## src/include/sioc_map.svh

```systemverilog
/*
  offsets, bit positions, reset values and timing counts of the servo io
  status and control block; assumes a 20 MHz ref_clk on both ends.
*/
`ifndef SIOC_MAP_SVH
`define SIOC_MAP_SVH

// ----------------------------------------
// device offsets on the link (byte address)
// ----------------------------------------
`define SIOC_OFF_STATUS    6'h0c
`define SIOC_OFF_RESULT    6'h1c
`define SIOC_OFF_START     6'h1e
`define SIOC_OFF_CHSEL     6'h2c
`define SIOC_OFF_DOUT      6'h2e

// ----------------------------------------
// discrete output word fields
// ----------------------------------------
`define SIOC_DOUT_RESET    16'h0000
`define SIOC_DOUT_OC_HI    4
`define SIOC_DOUT_PLAIN    5
`define SIOC_DOUT_CAL      6
`define SIOC_DOUT_XBIT     7
`define SIOC_DOUT_IDX_LO   8
`define SIOC_DOUT_IDX_HI   13
`define SIOC_DOUT_CONV     14
`define SIOC_DOUT_RED      15

// ----------------------------------------
// status input word fields
// ----------------------------------------
`define SIOC_STAT_THERM_HI 5
`define SIOC_STAT_CAL      6
`define SIOC_STAT_XBIT     7
`define SIOC_STAT_IDX_LO   8
`define SIOC_STAT_IDX_HI   13
`define SIOC_STAT_CONV     14
`define SIOC_STAT_ARM      15

// ----------------------------------------
// conversion timing
// ----------------------------------------
`define SIOC_CLK_KHZ       20000
`define SIOC_CONV_TIME_MS  128
`define SIOC_CONV_CYCLES   (`SIOC_CONV_TIME_MS * `SIOC_CLK_KHZ)

// ----------------------------------------
// host command port offsets
// ----------------------------------------
`define SIOC_H_ADDR        3'h0
`define SIOC_H_WRITE       3'h1
`define SIOC_H_READ        3'h2
`define SIOC_H_RDATA       3'h3
`define SIOC_H_STATUS      3'h4
`define SIOC_H_CLEAR       3'h5

`endif

```

## src/include/sioc_pkg.sv

```systemverilog
/*
  types shared by the servo io status and control ends; assumes nothing.
*/
package sioc_pkg;

  typedef enum logic [4:0]
  {
    SIOC_H_IDLE  = 5'b0_0001,
    SIOC_H_RSTB  = 5'b0_0010,
    SIOC_H_CAPT  = 5'b0_0100,
    SIOC_H_CLR0  = 5'b0_1000,
    SIOC_H_CLR1  = 5'b1_0000
  } sioc_hstate_t;

  typedef logic [15:0] sioc_word_t;

endpackage : sioc_pkg

```

## src/include/sioc_if.sv

```systemverilog
/*
  address/data link between the bus interface end and the servo io card;
  assumes both ends run on the same ref_clk.
*/
`timescale 1ns/1ns
`default_nettype none

interface sioc_if;
  logic [5:0]         addr;
  sioc_pkg::sioc_word_t wdata;
  logic               wr;
  logic               rd;
  sioc_pkg::sioc_word_t rdata;
  logic               irq;

  modport device
  (
    input  addr,
    input  wdata,
    input  wr,
    input  rd,
    output rdata,
    output irq
  );

  modport host
  (
    output addr,
    output wdata,
    output wr,
    output rd,
    input  rdata,
    input  irq
  );
endinterface : sioc_if

`default_nettype wire

```

## src/logic/sioc_device.sv

```systemverilog
/*
  card end of the servo io status and control block: discrete output word,
  status input word, analog input sequence and interrupt line.
  assumes one 20 MHz ref_clk, the converter sample and board pins arriving
  asynchronously, and the channel 6 counter running on ref_clk.
*/
// What this block does
// (RULE_01) result is 8-bit code, 00h zero, FFh five volts
// (RULE_02) host drops upper byte of result word
// (RULE_03) channel select write routes mux channel
// (RULE_04) read of start offset begins a conversion
// (RULE_05) result readable 128 ms after start
// (RULE_06) enabled end of conversion: status low, irq high
// (RULE_07) polling host clears conversion flag by mask toggle
// (RULE_08) output word whole-word write, never read back
// (RULE_09) bits 0-4 open collector, 5 plain, 15 red
// (RULE_10) reset clears output word to zero
// (RULE_11) bit 6 calibration flag echoes in status 6
// (RULE_12) bit 7 latch presets channel 6 extra bit
// (RULE_13) bits 8-13 enable index interrupts and status
// (RULE_14) bit 14 conversion mask; toggle clears pending
// (RULE_15) status word read only at offset 0Ch
// (RULE_16) enabled index pulse pulls status 8-13 low
// (RULE_17) enabled conversion end pulls status 14 low
// (RULE_18) channel 6 count shows counter bits 1-16
// (RULE_19) status 7 shows jumper-chosen extra bit
// (RULE_20) status 15 arm power, 0-5 thermal overload
// (RULE_21) output bits 0-2 low after reset
// (RULE_22) address bit 0 ignored in decode
// (RULE_23) irq high while any enabled flag pends
`timescale 1ns/1ns
`default_nettype none
`include "sioc_map.svh"

module sioc_device
#(
  parameter int unsigned CONV_CYCLES = `SIOC_CONV_CYCLES
)
(
  input  wire logic        ref_clk,
  input  wire logic        rst_b,
  sioc_if.device           link,
  input  wire logic [5:0]  thermal_switch,
  input  wire logic        arm_power_on,
  input  wire logic [7:0]  adc_sample,
  input  wire logic [5:0]  index_pulse,
  input  wire logic        extra_bit_position_jumper,
  input  wire logic [17:0] ch6_counter,
  output logic [2:0]       adc_channel,
  output logic             adc_start,
  output logic [4:0]       offboard_oc_out,
  output logic [4:0]       offboard_oc_oe_b,
  output logic             offboard_out5,
  output logic             red_fault_indicator_b,
  output logic             cal_flag,
  output logic             extra_bit_preset,
  output logic [5:0]       index_mask,
  output logic [15:0]      ch6_count_word
);

  // ----------------------------------------
  // state
  // ----------------------------------------
  sioc_pkg::sioc_word_t dout;
  sioc_pkg::sioc_word_t next_dout;
  sioc_pkg::sioc_word_t rdata;
  sioc_pkg::sioc_word_t next_rdata;
  logic [2:0]  next_adc_channel;
  logic        next_adc_start;
  logic [4:0]  next_oc_oe_b;
  logic [15:0] next_ch6_count_word;
  logic [7:0]  result;
  logic [7:0]  next_result;
  logic        conv_busy;
  logic        next_conv_busy;
  logic [31:0] conv_cnt;
  logic [31:0] next_conv_cnt;
  logic [5:0]  idx_pend;
  logic [5:0]  next_idx_pend;
  logic        conv_pend;
  logic        next_conv_pend;
  logic        irq;
  logic        next_irq;
  // synchronisers: stage 1, stage 2, and a third stage for index edges
  logic [13:0] pin_s1;
  logic [13:0] pin_s2;
  logic [7:0]  adc_s1;
  logic [7:0]  adc_s2;
  logic [5:0]  idx_s3;

  logic [5:0]  word_addr;
  logic        wr_dout;
  logic        wr_chsel;
  logic        rd_start;
  logic        conv_end;
  logic [5:0]  idx_edge;
  logic [5:0]  thermal_s;
  logic        arm_s;
  logic        jumper_s;
  logic [5:0]  idx_s;

  assign thermal_s = pin_s2[5:0];
  assign arm_s     = pin_s2[6];
  assign jumper_s  = pin_s2[7];
  assign idx_s     = pin_s2[13:8];

  // ----------------------------------------
  // next values
  // ----------------------------------------
  always_comb
  begin
    word_addr = {link.addr[5:1], 1'b0}; // [RULE_22]
    wr_dout   = link.wr && (word_addr == `SIOC_OFF_DOUT);
    wr_chsel  = link.wr && (word_addr == `SIOC_OFF_CHSEL);
    rd_start  = link.rd && (word_addr == `SIOC_OFF_START); // [RULE_04]
    conv_end = conv_busy && (conv_cnt == CONV_CYCLES - 32'd1);      // [RULE_05]
    idx_edge = idx_s & ~idx_s3;

    next_dout = dout;
    if (wr_dout)
    begin
      next_dout = link.wdata;                                       // [RULE_08]
    end
    next_oc_oe_b = ~next_dout[`SIOC_DOUT_OC_HI:0];                  // [RULE_09]

    next_adc_channel = adc_channel;
    if (wr_chsel)
    begin
      next_adc_channel = link.wdata[2:0];                           // [RULE_03]
    end
    next_adc_start = rd_start;

    next_conv_busy = conv_busy;
    next_conv_cnt  = conv_cnt;
    next_result    = result;
    if (rd_start)
    begin
      next_conv_busy = 1'b1;
      next_conv_cnt  = 32'd0;
    end
    else if (conv_end)
    begin
      next_conv_busy = 1'b0;
      next_result    = adc_s2;                                      // [RULE_01]
    end
    else if (conv_busy)
    begin
      next_conv_cnt = conv_cnt + 32'd1;
    end

    // a mask at zero clears the flag and wins over an event; an enabled event sets it
    next_idx_pend = (idx_pend | idx_edge) & index_mask; // [RULE_13] [RULE_16]
    next_conv_pend = (conv_pend | conv_end)             // [RULE_06] [RULE_17]
                   & dout[`SIOC_DOUT_CONV];             // [RULE_14]
    next_irq = (|idx_pend) | conv_pend;                             // [RULE_23]

    next_ch6_count_word = ch6_counter[16:1];                        // [RULE_18]

    next_rdata = 16'h0000;
    if (link.rd)
    begin
      if (word_addr == `SIOC_OFF_STATUS) // [RULE_15]
      begin
        next_rdata[`SIOC_STAT_THERM_HI:0] = thermal_s;              // [RULE_20]
        next_rdata[`SIOC_STAT_CAL]  = dout[`SIOC_DOUT_CAL];         // [RULE_11]
        next_rdata[`SIOC_STAT_XBIT] = jumper_s ? ch6_counter[17]
                                               : ch6_counter[0];    // [RULE_19]
        next_rdata[`SIOC_STAT_IDX_HI:`SIOC_STAT_IDX_LO] = ~idx_pend; // [RULE_16]
        next_rdata[`SIOC_STAT_CONV] = ~conv_pend;                   // [RULE_06]
        next_rdata[`SIOC_STAT_ARM]  = arm_s;                        // [RULE_20]
      end
      else if (word_addr == `SIOC_OFF_RESULT)
      begin
        next_rdata = {8'h00, result};                               // [RULE_01]
      end
    end
  end

  // ----------------------------------------
  // registers
  // ----------------------------------------
  always_ff @(posedge ref_clk or negedge rst_b)
  begin
    if (!rst_b)
    begin
      dout           <= `SIOC_DOUT_RESET; // [RULE_10] [RULE_21]
      offboard_oc_oe_b <= 5'h1f;
      adc_channel    <= 3'h0;
      adc_start      <= 1'b0;
      result         <= 8'h00;
      conv_busy      <= 1'b0;
      conv_cnt       <= 32'd0;
      idx_pend       <= 6'h00;
      conv_pend      <= 1'b0;
      irq            <= 1'b0;
      rdata          <= 16'h0000;
      ch6_count_word <= 16'h0000;
      pin_s1         <= 14'h0000;
      pin_s2         <= 14'h0000;
      adc_s1         <= 8'h00;
      adc_s2         <= 8'h00;
      idx_s3         <= 6'h00;
    end
    else
    begin
      dout           <= next_dout;
      offboard_oc_oe_b <= next_oc_oe_b;
      adc_channel    <= next_adc_channel;
      adc_start      <= next_adc_start;
      result         <= next_result;
      conv_busy      <= next_conv_busy;
      conv_cnt       <= next_conv_cnt;
      idx_pend       <= next_idx_pend;
      conv_pend      <= next_conv_pend;
      irq            <= next_irq;
      rdata          <= next_rdata;
      ch6_count_word <= next_ch6_count_word;
      pin_s1         <= {index_pulse, extra_bit_position_jumper,
                         arm_power_on, thermal_switch};
      pin_s2         <= pin_s1;
      adc_s1         <= adc_sample;
      adc_s2         <= adc_s1;
      idx_s3         <= idx_s;
    end
  end

  // ----------------------------------------
  // outputs
  // ----------------------------------------
  assign link.rdata            = rdata;
  assign link.irq              = irq;
  assign offboard_oc_out       = 5'h00;
  assign offboard_out5         = dout[`SIOC_DOUT_PLAIN];             // [RULE_09]
  assign red_fault_indicator_b = dout[`SIOC_DOUT_RED];               // [RULE_09]
  assign cal_flag              = dout[`SIOC_DOUT_CAL];               // [RULE_11]
  assign extra_bit_preset      = dout[`SIOC_DOUT_XBIT];              // [RULE_12]
  assign index_mask            = dout[`SIOC_DOUT_IDX_HI:`SIOC_DOUT_IDX_LO];

endmodule : sioc_device

`default_nettype wire

```

## src/flat_wrapper.sv

```systemverilog
// flat-port wrapper written by rule: the top's interface ports become plain ports
module sioc_device_flat 
#(
  parameter int unsigned CONV_CYCLES = `SIOC_CONV_CYCLES
)
  (ref_clk, rst_b, thermal_switch, arm_power_on, adc_sample, index_pulse, extra_bit_position_jumper, ch6_counter, adc_channel, adc_start, offboard_oc_out, offboard_oc_oe_b, offboard_out5, red_fault_indicator_b, cal_flag, extra_bit_preset, index_mask, ch6_count_word, link_addr, link_wdata, link_wr, link_rd, link_rdata, link_irq);
  sioc_if link_i ();
  input  wire logic ref_clk;
  input  wire logic rst_b;
  input  wire logic [5:0] thermal_switch;
  input  wire logic arm_power_on;
  input  wire logic [7:0] adc_sample;
  input  wire logic [5:0] index_pulse;
  input  wire logic extra_bit_position_jumper;
  input  wire logic [17:0] ch6_counter;
  output logic [2:0] adc_channel;
  output logic adc_start;
  output logic [4:0] offboard_oc_out;
  output logic [4:0] offboard_oc_oe_b;
  output logic offboard_out5;
  output logic red_fault_indicator_b;
  output logic cal_flag;
  output logic extra_bit_preset;
  output logic [5:0] index_mask;
  output logic [15:0] ch6_count_word;
  input wire logic [$bits(link_i.addr)-1:0] link_addr;
  input wire logic [$bits(link_i.wdata)-1:0] link_wdata;
  input wire logic [$bits(link_i.wr)-1:0] link_wr;
  input wire logic [$bits(link_i.rd)-1:0] link_rd;
  output wire logic [$bits(link_i.rdata)-1:0] link_rdata;
  output wire logic [$bits(link_i.irq)-1:0] link_irq;
  assign link_i.addr = link_addr;
  assign link_i.wdata = link_wdata;
  assign link_i.wr = link_wr;
  assign link_i.rd = link_rd;
  assign link_rdata = link_i.rdata;
  assign link_irq = link_i.irq;
  sioc_device #(.CONV_CYCLES(CONV_CYCLES)) u_core (.ref_clk(ref_clk), .rst_b(rst_b), .link(link_i), .thermal_switch(thermal_switch), .arm_power_on(arm_power_on), .adc_sample(adc_sample), .index_pulse(index_pulse), .extra_bit_position_jumper(extra_bit_position_jumper), .ch6_counter(ch6_counter), .adc_channel(adc_channel), .adc_start(adc_start), .offboard_oc_out(offboard_oc_out), .offboard_oc_oe_b(offboard_oc_oe_b), .offboard_out5(offboard_out5), .red_fault_indicator_b(red_fault_indicator_b), .cal_flag(cal_flag), .extra_bit_preset(extra_bit_preset), .index_mask(index_mask), .ch6_count_word(ch6_count_word));
endmodule
```

## config.mk

```make
export PLATFORM = sky130hd
export DESIGN_NAME = sioc_device_flat
export DESIGN_NICKNAME = d
export VERILOG_FILES = /design/src/include/sioc_pkg.sv /design/src/include/sioc_if.sv /design/src/logic/sioc_device.sv /design/src/flat_wrapper.sv
export VERILOG_INCLUDE_DIRS = /design/src /design/src/include
export SDC_FILE = /design/constraint.sdc
export NUM_CORES = 1
export LEC_CHECK = 0
export BUFFER_PORTS_ARGS = -buffer_cell sky130_fd_sc_hd__buf_2
export CAP_MARGIN = 10
export CORE_MARGIN = 2
export CORE_UTILIZATION = 54
export CTS_BUF_LIST = sky130_fd_sc_hd__clkbuf_8 sky130_fd_sc_hd__clkbuf_16
export CTS_CLUSTER_DIAMETER = 50
export DETAILED_ROUTE_END_ITERATION = 6
export PLACE_DENSITY = 0.79
export SYNTH_ARGS = -nofsm -noshare
export SYNTH_HDL_FRONTEND = slang
export SYNTH_SLANG_ARGS = --single-unit
```

## constraint.sdc

```tcl
create_clock -name ref_clk -period 2.75 [get_ports ref_clk]
set_clock_uncertainty 0.1 [all_clocks]
set_input_delay 0.1375 -clock ref_clk [delete_from_list [all_inputs] [get_ports ref_clk]]
set_output_delay 0.1375 -clock ref_clk [all_outputs]
set_load 0.02 [all_outputs]
```

# After elaboration in Yosys (flattened, before gate mapping)
# Index checks and enable logic that the tools add are counted.
# word_totals
ff_bits,156
inputBits,66
output_inout_bits,57
# op_classes
n_addsub,1
n_eq_ne,7
mux,10
bitwise,11
n_reduce_logical,9
# op_table
cell,count
32-bit 2-to-1 mux,3
"32-bit by 1-bit adder with 32-bit output, second input constant",1
"32-bit by 22-bit == test with 1-bit output, second input constant",1
16-bit 2-to-1 mux,2
6-bit AND,2
6-bit inverter,2
"5-bit by 4-bit == test with 1-bit output, second input constant",2
"5-bit == test, second input constant",2
8-bit 2-to-1 mux,1
6-bit bitwise OR,1
6-bit OR reduction,1
"5-bit by 3-bit == test with 1-bit output, second input constant",1
5-bit 2-to-1 mux,1
5-bit inverter,1
1-bit logical AND,4
2-bit AND reduction,2
2-bit nonzero test,2
1-bit 2-to-1 mux,3
"2-bit by 1-bit != test with 1-bit output, second input constant",1
1-bit inverter,2
1-bit bitwise OR,2
1-bit AND,1

# Longest topological paths before layout
# Gate-level depths: netlist of run 1.
# logic_depth
ltp_word,4
depth_mapped,8
ltp_nobuf,6

# Least setup slack after synthesis of run 1
# Ideal clock, no wire load.
# synth_timing
path_kind,reg2reg
from,register u_core.conv_cnt[0]
to,register u_core.conv_cnt[2]
setup_time_ps,67
t_arrival_ps,1846
required_time_ps,2583
setup_slack_ps,737
stages_incl_launch_ff,8
path_cell_list,dfrtp_1 > ha_1 > and3_2 > nand4_1 > o31ai_2 > buf_6 > or4_2 > nand2_1
# synth_via
elab_chain_cells,4
elab_cells_between_ends,8
# synth_rtl
element,line_no,source
"start, declared",sioc_device.sv:76,logic [31:0] conv_cnt;
"start signal, assigned",sioc_device.sv:212,conv_cnt <= next_conv_cnt;
32-bit by 1-bit adder with 32-bit output or 32-bit by 22-bit == test with 1-bit output (tied branches),"sioc_device.sv:148, sioc_device.sv:116",
32-bit 2-to-1 mux or 1-bit logical AND (tied branches),"sioc_device.sv:146, sioc_device.sv:116",
32-bit 2-to-1 mux or 2-bit by 1-bit != test with 1-bit output (tied branches),n/a,
32-bit 2-to-1 mux or 2-bit AND reduction (tied branches),n/a,
# Parallel ways exist; a longest one is shown, timed or not. The select of a mux whose other input is x is not followed.
# A chain may end at the register's enable or synchronous reset.

# Worst setup path after layout of run 1
# layout_timing
from,register u_core.conv_cnt[0]
to,register u_core.conv_cnt[22]
# The elaborated chain is that of the path after synthesis.

==> results of run 1 <==
==> final cells by class <==
cell class | instances | area [um2] | area share (%)
inverters | 9 | 33.8 | 0.441
repair buffers | 184 | 1270 | 16.6
clock buffers | 18 | 428 | 5.58
multi-input cells | 240 | 1680 | 21.9
well taps | 136 | 170 | 2.22
clock inverters | 14 | 169 | 2.20
flip-flops and latches | 156 | 3910 | 51.0
==> routing by layer <==
layer	vias up	global-route usage [%]	share of wire [%]
li1	1861	-	-
met3	41	7.32	5.6
met2	153	45.8	54
met1	2041	30.6	37
met5	-	0	0
met4	0	13.2	4.3
==> per-stage QoR <==
stage          hold WS (ns)  total power [mW]
3_3_place_gp         0.0582              3.53
3_5_place_dp         0.0592              3.60
6_report             0.0467              6.05
5_1_grt              0.0644              6.30
2_1_floorplan        -0.258              3.34
4_1_cts              0.0171              6.01
==> cells in the final DEF, fill, tap and decap left out, types with 9 or more instances in the layout <==
master         instances
nor2_1                26
nand2_1               22
nand4_1               12
o21ai_0               10
buf_2                115
or3_1                 11
dfrtp_1              151
mux2_2                14
mux2i_1               16
a21oi_1               15
clkbuf_16             16
dlygate4sd3_1         61
inv_1                  9
nand3_1               13
==> final timing paths <==
check | start | end | slack, ns | cells past startpoint
worst max-delay path | u_core.conv_cnt[0] | u_core.conv_cnt[22] | 0.40 | 6
worst min-delay path | rst_b | u_core.adc_s1[3] | 0.05 | 2
worst max register to register | u_core.conv_cnt[0] | u_core.conv_cnt[22] | 0.40 | 6
worst min register to register | u_core.adc_s1[1] | u_core.adc_s2[1] | 0.25 | 0
max in group asynchronous | rst_b | u_core.offboard_oc_oe_b[0] | 1.70 | 3
min in group ref_clk | link_addr[5] | u_core.dout[14] | 0.05 | 3
==> registers in the layout, summed over array words and instances, names as in the netlist <==
signal	flops
u_core.pin_s2	14
u_core.idx_s3	6
u_core.adc_start	1
u_core.pin_s1	14
u_core.adc_channel	3
u_core.link.irq	1
u_core.offboard_oc_oe_b	5
u_core.idx_pend	6
u_core.dout	16
u_core.link.rdata	16
u_core.adc_s2	8
u_core.conv_pend	1
u_core.conv_cnt	32
u_core.conv_busy	1
u_core.result	8
u_core.adc_s1	8
u_core.ch6_count_word	16
==> report_power, final <==
part	switching, mW	leakage (nW)	total [mW]	internal (mW)
clock network	0.959	0.285	2.37	1.41
logic	0.452	1.49	0.805	0.353
registers	0.287	1.92	2.87	2.59
==> logic make-up after synthesis <==
kind of cell / share of synthesized area (%)
XOR/XNOR: 0.607
other: 0.0650
buffers and inverters: 3.47
adder cells (fa/ha/maj): 0.217
AND/OR/NAND/NOR: 14.8
AO/OA/AOI/OAI: 6.01
flip-flops: 67.7
multiplexers: 7.07
==> results by group, run 1 <==
Yosys
  • #FFs+latches synth: 156
  • Top cells by count, synth: dfrtp_1, nor2_1, nand2_1, mux2i_1, a21oi_1
  • Post-synthesis cell count: 426
  • Synthesized cell area: 5770 um2
  • Synthesized area per cell: 13.5 um2
  • Top cell type's share of synthesized area: 65.5%
  • Top cells by area, synth: dfrtp_1, mux2i_1, mux2_2, dfstp_2, nor2_1
  • Ys flop type: dfrtp_1
  • Syn. warnings: 0
  • Number of flops mapped to enable cells by yosys: 0
  • Post-synthesis sequential area ratio: 67.7%
  • Most common cell in the netlist: dfrtp_1
  • Distinct cell type count after synthesis: 57
  • Ys async rst share: 100%
  • Yosys top cell by area: dfrtp_1

STA
  • Crit path time final: 2.35 ns
  • Max Slew Vio Count: 0
  • Worst setup margin: 0.398 ns
  • Setup TNS Final: 0 ns
  • Max-slew headroom: 53.3%
  • Transition time of the tightest slew-check pin: 0.695 ns
  • Max Clk Rate: 0.425 GHz
  • RSZ-0062 raised after global routing: no
  • Final Hold Fails: 0
  • Final period util: 85.5%
  • Setup violators final: 0

Drt
  • Routed length per instance: 18.6 um
  • Drt initial violations: 203
  • Vias: 4,096
  • Pre-antenna DRT Iters: 4
  • Via density: 5.41
  • Drt total wl: 14,100 um
  • DR DRC count: 0
  • ANT nets after route: 0

Power and ir drop
  • VDD IR-drop max: 0.636 mV
  • PwrDens: 789 nW/um2
  • P_leak: 3.70 nW

Layout
  • Final design utilization: 73.9%
  • Layout Nets: 675
  • Final Cell Area: 7660 um2
  • Share of layout cells above drive strength 1: 32.0%
  • Non-Filler Instances: 757
  • Syn-to-layout area delta: 32.8%
  • # diodes: 0
  • Fill cells: 609

Global route
  • Pin count of the biggest net entering global routing: 68
  • Total global-route track usage: 26.6%
  • First-pass GRT wire length: 22,700 um
  • Global route total overflow: 0
  • Vias in the first global route: 4,427
  • Initial antenna violation count: 0

Place
  • PortBufs: 116
  • GP Congestion: 0.821
  • Area after DPL: 6450 um2
  • Detailed Place HPWL: 7330 um
  • Placed cell count: 664
  • Pre-CTS setup slack: 0.448 ns

Floorplanning
  • Die Span Y: 107 um
  • Rows: 37
  • Chip width: 107 um
  • Die area: 11,500 um2
  • Ports: 123
  • Core box area: 10,400 um2
  • Effective utilization at floorplan: 55.7%

Setup path
  • Critical-path top delay cell: or4_1
  • Cell family with the largest share of critical-path delay: simple AND/OR/NAND/NOR gates
  • CP max stage delay: 0.55 ns
  • Critical path class: flop to flop
  • CP endpoint kind: flop
  • Critical path arrival: 2.71 ns
  • Worst setup SP type: flop
  • Worst-path cell chain: ha_1, nand3_2, nor4_4, o211ai_4, or4_1, a21oi_1
  • Worst Path Required: 3.11 ns
  • Number of buffers and inverters on the critical path: 0
  • CP max FO: 15

Clock tree
  • CTS tree: built
  • Sink Count: 156
  • Cts repair resizes: 0
  • Cts-stage hold buffer count: 61
  • Post-CTS Setup Inserts: 0
  • Root Driver: clkbuf_8
  • Total CTS buffers: 17
  • Bufs on Longest Clock Path: 2
  • H-tree levels: 4
  • Worst-Skew Late Latency: 0.54 ns
  • Reg clk slew, reported paths: 0.07 ns

Hold path
  • Worst hold path type: input pin to async pin

Job
  • Max-cap violation count: 0

Run status
  • Outcome: complete, no violations
Power figures use the tool's default switching activity.
==> run 2: changes to the inputs <==
GPL_TIMING_DRIVEN = 0   (was default)
==> run 2 against run 1 <==
Wire length down 2.5%. Total power about the same. Count of clock-buffer cells in the layout down 1. Utilization up 0.86 points. Sequential share of layout area down 0.58 points. Critical path depth unchanged. Die area unchanged. Worst hold slack worse by 0.044 ns. Sequential power about the same. Fmax up 0.12%. Critical endpoint unchanged. Largest power group unchanged.
==> results by group, run 2 (synthesized netlist as in run 1, its figures left out) <==
Run status
  • Outcome: complete, no violations (unchanged)

STA
  • Hold Worst Slack: 0.00293 ns (was 0.0467 ns)
  • Worst setup margin: 0.401 ns (was 0.398 ns)
  • Crit path time final: 2.35 ns (about the same)
  • Setup violators final: 0 (unchanged)
  • Max Slew Vio Count: 0 (unchanged)
  • Max Clk Rate: 0.426 GHz (was 0.425 GHz)
  • Setup TNS Final: 0 ns (unchanged)
  • Final Hold Fails: 0 (unchanged)
  • Final period util: 85.4% (was 85.5%)
  • Max-slew headroom: 51.7% (was 53.3%)
  • RSZ-0062 raised after global routing: no (unchanged)
  • Transition time of the tightest slew-check pin: 0.718 ns (was 0.695 ns)

Layout
  • Syn-to-layout area delta: 34.3% (was 32.8%)
  • Non-Filler Instances: 775 (was 757)
  • Share of layout cells above drive strength 1: 33.1% (was 32.0%)
  • Most frequent cells in the layout: dfrtp_1, buf_2, dlygate4sd3_1 (unchanged)
  • Most flop-heavy register: u_core.conv_cnt (unchanged)
  • Commonest non-fill, non-tap cell in the layout: dfrtp_1 (unchanged)
  • Max reg flops: 32 (unchanged)
  • Layout Nets: 692 (was 675)

Setup path
  • CP endpoint kind: flop (unchanged)
  • Cell family with the largest share of critical-path delay: simple AND/OR/NAND/NOR gates (unchanged)
  • Worst Path Required: 3.11 ns (about the same)
  • Critical path arrival: 2.71 ns (about the same)
  • Setup crit start: u_core.conv_cnt[0] (unchanged)
  • Critical Path Stages: 6 (unchanged)
  • Critical-path top delay cell: or4_1 (unchanged)
  • CP max stage delay: 0.54 ns (was 0.55 ns)
  • Worst Setup EP: u_core.conv_cnt[22] (unchanged)
  • Critical path class: flop to flop (unchanged)
  • CP max FO: 6 (was 15)
  • Worst-path cell chain: ha_1, nand3_2, nor4_4, o211ai_4, or4_1, a21oi_1 (unchanged)
  • Reg2Reg Depth: 6 (unchanged)
  • Number of buffers and inverters on the critical path: 0 (unchanged)
  • Worst setup SP type: flop (unchanged)
  • Internal reg-to-reg setup slack: 0.40 ns (about the same)
  • RR Startpoint: u_core.conv_cnt[0] (unchanged)
  • FF-to-FF End: u_core.conv_cnt[22] (unchanged)

Power and ir drop
  • Pint: 4.35 mW (about the same)
  • VDD IR-drop max: 0.708 mV (was 0.636 mV)
  • Clk pwr share: 38.7% (was 39.2%)
  • Sequential share of power: 47.3% (was 47.5%)
  • Gate power share: 14.0% (was 13.3%)
  • Total power: 6.05 mW (about the same)
  • PwrDens: 781 nW/um2 (was 789 nW/um2)
  • Sw Pwr: 1.70 mW (about the same)
  • Sw frac: 28.1% (about the same)
  • P_leak: 3.75 nW (was 3.70 nW)

Clock tree
  • Cts repair resizes: 0 (unchanged)
  • CTS tree: built (unchanged)
  • Bufs on Longest Clock Path: 2 (unchanged)
  • Reg clk slew, reported paths: 0.07 ns (about the same)
  • Root Driver: clkbuf_8 (unchanged)
  • Cts-stage hold buffer count: 59 (was 61)
  • Post-CTS Setup Inserts: 0 (unchanged)
  • Total CTS buffers: 17 (unchanged)
  • Sink Count: 156 (unchanged)
  • Worst-Skew Late Latency: 0.55 ns (was 0.54 ns)
  • H-tree levels: 4 (unchanged)

Drt
  • ANT nets after route: 0 (unchanged)
  • Vias: 4,097 (was 4,096)
  • Pre-antenna DRT Iters: 5 (was 4)
  • Via density: 5.29 (was 5.41)
  • DR DRC count: 0 (unchanged)
  • Drt initial violations: 250 (was 203)
  • Routed length per instance: 17.7 um (was 18.6 um)
  • Drt total wl: 13,700 um (was 14,100 um)

Global route
  • Pin count of the biggest net entering global routing: 110 (was 68)
  • Total global-route track usage: 26.2% (was 26.6%)
  • First-pass GRT wire length: 22,100 um (was 22,700 um)
  • Global route total overflow: 0 (unchanged)
  • Vias in the first global route: 4,383 (was 4,427)
  • Initial antenna violation count: 2 (was 0)

Place
  • Pre-CTS setup slack: 0.462 ns (was 0.448 ns)
  • GP Congestion: 0.882 (was 0.821)
  • Detailed Place HPWL: 7780 um (was 7330 um)
  • Placed cell count: 683 (was 664)
  • PortBufs: 116 (unchanged)

Floorplanning
  • Chip width: 107 um (unchanged)
  • Effective utilization at floorplan: 55.7% (unchanged)
  • Core box area: 10,400 um2 (unchanged)
  • Die Span Y: 107 um (unchanged)
  • Die area: 11,500 um2 (unchanged)
  • Rows: 37 (unchanged)
  • Ports: 123 (unchanged)

Hold path
  • Worst hold path type: input pin to async pin (unchanged)

Job
  • Max-cap violation count: 0 (unchanged)
[run 2: how the worst min path moves through the flow]
stage / from / to / cells past startpoint
after global routing: rst_b / u_core.dout[0] / 2
after global placement: ch6_counter[13] / u_core.ch6_count_word[12] / 1
final: rst_b / u_core.dout[0] / 2
after CTS: rst_b / u_core.dout[0] / 2
after detailed placement: rst_b / u_core.dout[0] / 1
after floorplan: rst_b / u_core.adc_channel[0] / 0
[run 2: power by group through the flow]
stage	clock network, mW	registers [mW]	logic, mW
6_report	2.34	2.86	0.846
5_1_grt	2.46	2.90	0.926
4_1_cts	2.34	2.85	0.843
3_5_place_dp	0	2.88	0.771
3_3_place_gp	0	2.86	0.725
2_1_floorplan	0	2.89	0.448
[run 2: worst register-to-register path: cells and delay by family (launching register included)]
kind / cells / cell delay, ns
flip-flops: 1 / 0.43
AND/OR/NAND/NOR: 3 / 1.14
adder cells (fa/ha/maj): 1 / 0.27
AO/OA/AOI/OAI: 2 / 0.34
[run 2: area by class of cell]
cell class              instances  area [um2]
flip-flops and latches        156        3910
diodes                          2        5.00
fillers                       643        2620
plain buffers                  25         166
clock buffers                  17         414
repair buffers                176        1200
clock inverters                14         170
multi-input cells             240        1680
well taps                     136         170
inverters                       9        33.8
[run 2: metal layers]
layer / up-vias / global-route usage [%] / routed length, um
li1: 1891 / - / -
met1: 2044 / 29.7 / 5200
met2: 117 / 45.4 / 7430
met3: 45 / 7.08 / 651
met4: 0 / 13.3 / 456
met5: - / 0 / 0
[run 2: metrics by stage]
stage	utilization [%]	cell area, um2
2_1_floorplan	-	5790
3_3_place_gp	63.0	6540
3_5_place_dp	63.4	6570
4_1_cts	74.7	7750
5_1_grt	74.7	7750
6_report	74.7	7750
==> run 3: changes to the inputs <==
CORE_MARGIN = 5   (was 2)
==> run 3 against run 2 <==
Count of clock-buffer cells in the layout up 1. Non-clock buffer count decreased by 1. Final cell count shrank 0.26%. Sequential power barely moved. Worst setup slack better by 0.039 ns. Critical path depth is the same. First-iteration DRC count increased by 8.0%. Clock power decreased by 6%. Register-to-register slack better by 0.04 ns. Highest routed layer is now met5. Die area is 11% higher. Total power down 2.4%. Fmax grew 1.7%.
==> results by group, run 3 (synthesized netlist as in run 1, its figures left out) <==
Run status
  • Outcome: complete, no violations (unchanged)

Clock tree
  • Post-CTS Setup Inserts: 0 (unchanged)
  • CTS tree: built (unchanged)
  • Root Driver: clkbuf_8 (unchanged)
  • Total CTS buffers: 17 (unchanged)
  • Sink Count: 156 (unchanged)
  • H-tree levels: 4 (unchanged)
  • Worst-Skew Late Latency: 0.53 ns (was 0.55 ns)
  • Bufs on Longest Clock Path: 2 (unchanged)
  • Reg clk slew, reported paths: 0.06 ns (was 0.07 ns)
  • Cts repair resizes: 0 (unchanged)

Layout
  • Layout Nets: 691 (was 692)
  • Max reg flops: 32 (unchanged)
  • Reg area: 3910 um2 (unchanged)
  • Final Cell Area: 7710 um2 (was 7750 um2)
  • Multi-input gate area: 1680 um2 (unchanged)
  • Most flop-heavy register: u_core.conv_cnt (unchanged)
  • Fill cells: 643 (unchanged)
  • Final design utilization: 74.4% (was 74.7%)
  • Syn-to-layout area delta: 33.6% (was 34.3%)
  • Most frequent cells in the layout: dfrtp_1, buf_2, dlygate4sd3_1 (unchanged)
  • Share of layout cells above drive strength 1: 32.7% (was 33.1%)
  • Commonest non-fill, non-tap cell in the layout: dfrtp_1 (unchanged)

Drt
  • Pre-antenna DRT Iters: 6 (was 5)
  • Drt total wl: 13,700 um (about the same)
  • Routed length per instance: 17.7 um (about the same)
  • DR DRC count: 0 (unchanged)
  • Via density: 5.32 (was 5.29)
  • ANT nets after route: 0 (unchanged)
  • Vias: 4,116 (was 4,097)
  • Drt initial violations: 270 (was 250)

Hold path
  • Hold-critical path depth: 4
  • Worst hold path type: input pin to flop (was input pin to async pin)
  • Hold path endpoint: u_core.conv_cnt[1]
  • Worst Min Path Start: link_addr[1]

Setup path
  • CP max FO: 6 (unchanged)
  • RR Startpoint: u_core.conv_cnt[0] (unchanged)
  • CP endpoint kind: flop (unchanged)
  • Reg2Reg Depth: 6 (unchanged)
  • Critical path class: flop to flop (unchanged)
  • Worst-path cell chain: ha_1, nand3_2, nor4_4, o211ai_4, or4_1, a21oi_1 (unchanged)
  • Critical-path top delay cell: or4_1 (unchanged)
  • Number of buffers and inverters on the critical path: 0 (unchanged)
  • Worst Path Required: 3.10 ns (was 3.11 ns)
  • FF-to-FF End: u_core.conv_cnt[30] (was u_core.conv_cnt[22])
  • Worst setup SP type: flop (unchanged)
  • Critical path arrival: 2.66 ns (was 2.71 ns)
  • CP max stage delay: 0.55 ns (was 0.54 ns)
  • Cell family with the largest share of critical-path delay: simple AND/OR/NAND/NOR gates (unchanged)
  • Internal reg-to-reg setup slack: 0.44 ns (was 0.40 ns)
  • Critical Path Stages: 6 (unchanged)

Power and ir drop
  • Total power: 5.91 mW (was 6.05 mW)
  • Sequential share of power: 48.4% (was 47.3%)
  • Gate power share: 14.2% (was 14.0%)
  • PwrDens: 766 nW/um2 (was 781 nW/um2)
  • Pint: 4.27 mW (was 4.35 mW)
  • Sw frac: 27.7% (was 28.1%)
  • VDD IR-drop max: 0.534 mV (was 0.708 mV)
  • Sw Pwr: 1.64 mW (was 1.70 mW)
  • P_leak: 3.75 nW (about the same)
  • Clk pwr share: 37.4% (was 38.7%)

Global route
  • Initial antenna violation count: 2 (unchanged)
  • Vias in the first global route: 4,447 (was 4,383)
  • Total global-route track usage: 23.2% (was 26.2%)
  • Global route total overflow: 0 (unchanged)
  • Pin count of the biggest net entering global routing: 87 (was 110)
  • First-pass GRT wire length: 23,000 um (was 22,100 um)

STA
  • RSZ-0062 raised after global routing: no (unchanged)
  • Transition time of the tightest slew-check pin: 0.767 ns (was 0.718 ns)
  • Setup violators final: 0 (unchanged)
  • Max Clk Rate: 0.433 GHz (was 0.426 GHz)
  • Max-slew headroom: 48.9% (was 51.7%)
  • Setup TNS Final: 0 ns (unchanged)
  • Final period util: 84.0% (was 85.4%)
  • Final Hold Fails: 0 (unchanged)
  • Max Slew Vio Count: 0 (unchanged)
  • Crit path time final: 2.31 ns (was 2.35 ns)

Floorplanning
  • Die area: 12,900 um2 (was 11,500 um2)
  • Chip width: 113 um (was 107 um)
  • Ports: 123 (unchanged)
  • Core box area: 10,400 um2 (unchanged)
  • Die Span Y: 113 um (was 107 um)
  • Effective utilization at floorplan: 55.7% (unchanged)
  • Rows: 37 (unchanged)

Job
  • Max-cap violation count: 0 (unchanged)

Place
  • PortBufs: 116 (unchanged)
  • Area after DPL: 6570 um2 (unchanged)
  • GP Congestion: 0.876 (was 0.882)
  • Detailed Place HPWL: 8090 um (was 7780 um)
-- run 3: final cells by class --
cell class,instances,share of cell area (%)
Multi-Input combinational cell,240,21.7
Timing Repair Buffer,175,15.5
Buffer,25,2.16
Clock inverter,13,1.67
Antenna cell,1,0.0325
Inverter,9,0.438
Tap cell,136,2.21
Clock buffer,18,5.55
Sequential cell,156,50.7
-- run 3: tightest hold or removal path: cells and delay by family --
family | cells | cell delay, ns
AO/OA/AOI/OAI | 1 | 0.07
buffers and inverters | 1 | 0.12
AND/OR/NAND/NOR | 2 | 0.28
-- run 3: metal layers --
| layer | wire, um | vias to the layer above | global-route usage [%] | share of wire, % |
|---|---|---|---|---|
| met2 | 7400 | 153 | 39.1 | 54 |
| met5 | 13 | - | 0 | 0.095 |
| met4 | 376 | 2 | 9.54 | 2.7 |
| met1 | 5050 | 2039 | 27.8 | 37 |
| li1 | - | 1885 | - | - |
| met3 | 869 | 37 | 7.43 | 6.3 |
-- run 3: worst max path at each step --
stage | from | slack (ns) | endpoint
after floorplan | u_core.conv_cnt[0] | 0.74 | u_core.conv_cnt[2]
after detailed placement | u_core.conv_cnt[0] | 0.49 | u_core.result[1]
after global routing | u_core.conv_cnt[0] | 0.32 | u_core.result[1]
after global placement | rst_b | -0.61 | u_core.conv_cnt[9]
after CTS | u_core.conv_cnt[13] | 0.45 | u_core.result[1]
final | u_core.conv_cnt[0] | 0.44 | u_core.conv_cnt[30]
-- run 3: repair_timing --
action                     4_1_cts  5_1_grt
setup endpoints to repair        0        0
hold buffers                    58        0
hold endpoints to repair       148        0
-- run 3: power groups by stage --
| stage | clock network [mW] | logic, mW | registers [mW] |
|---|---|---|---|
| 6_report | 2.21 | 0.841 | 2.86 |
| 5_1_grt | 2.34 | 0.939 | 2.90 |
| 4_1_cts | 2.22 | 0.838 | 2.85 |
| 3_5_place_dp | 0 | 0.769 | 2.88 |
| 3_3_place_gp | 0 | 0.725 | 2.86 |
| 2_1_floorplan | 0 | 0.448 | 2.89 |
-- run 3: per-stage QoR --
stage	hold slack, ns	setup WS (ns)	instances
floorplan	-0.258	0.737	430
global placement	0.145	-0.608	682
detailed placement	0.146	0.489	683
CTS	0.00589	0.453	772
global route	0.0609	0.320	773
finish	0.0318	0.440	773
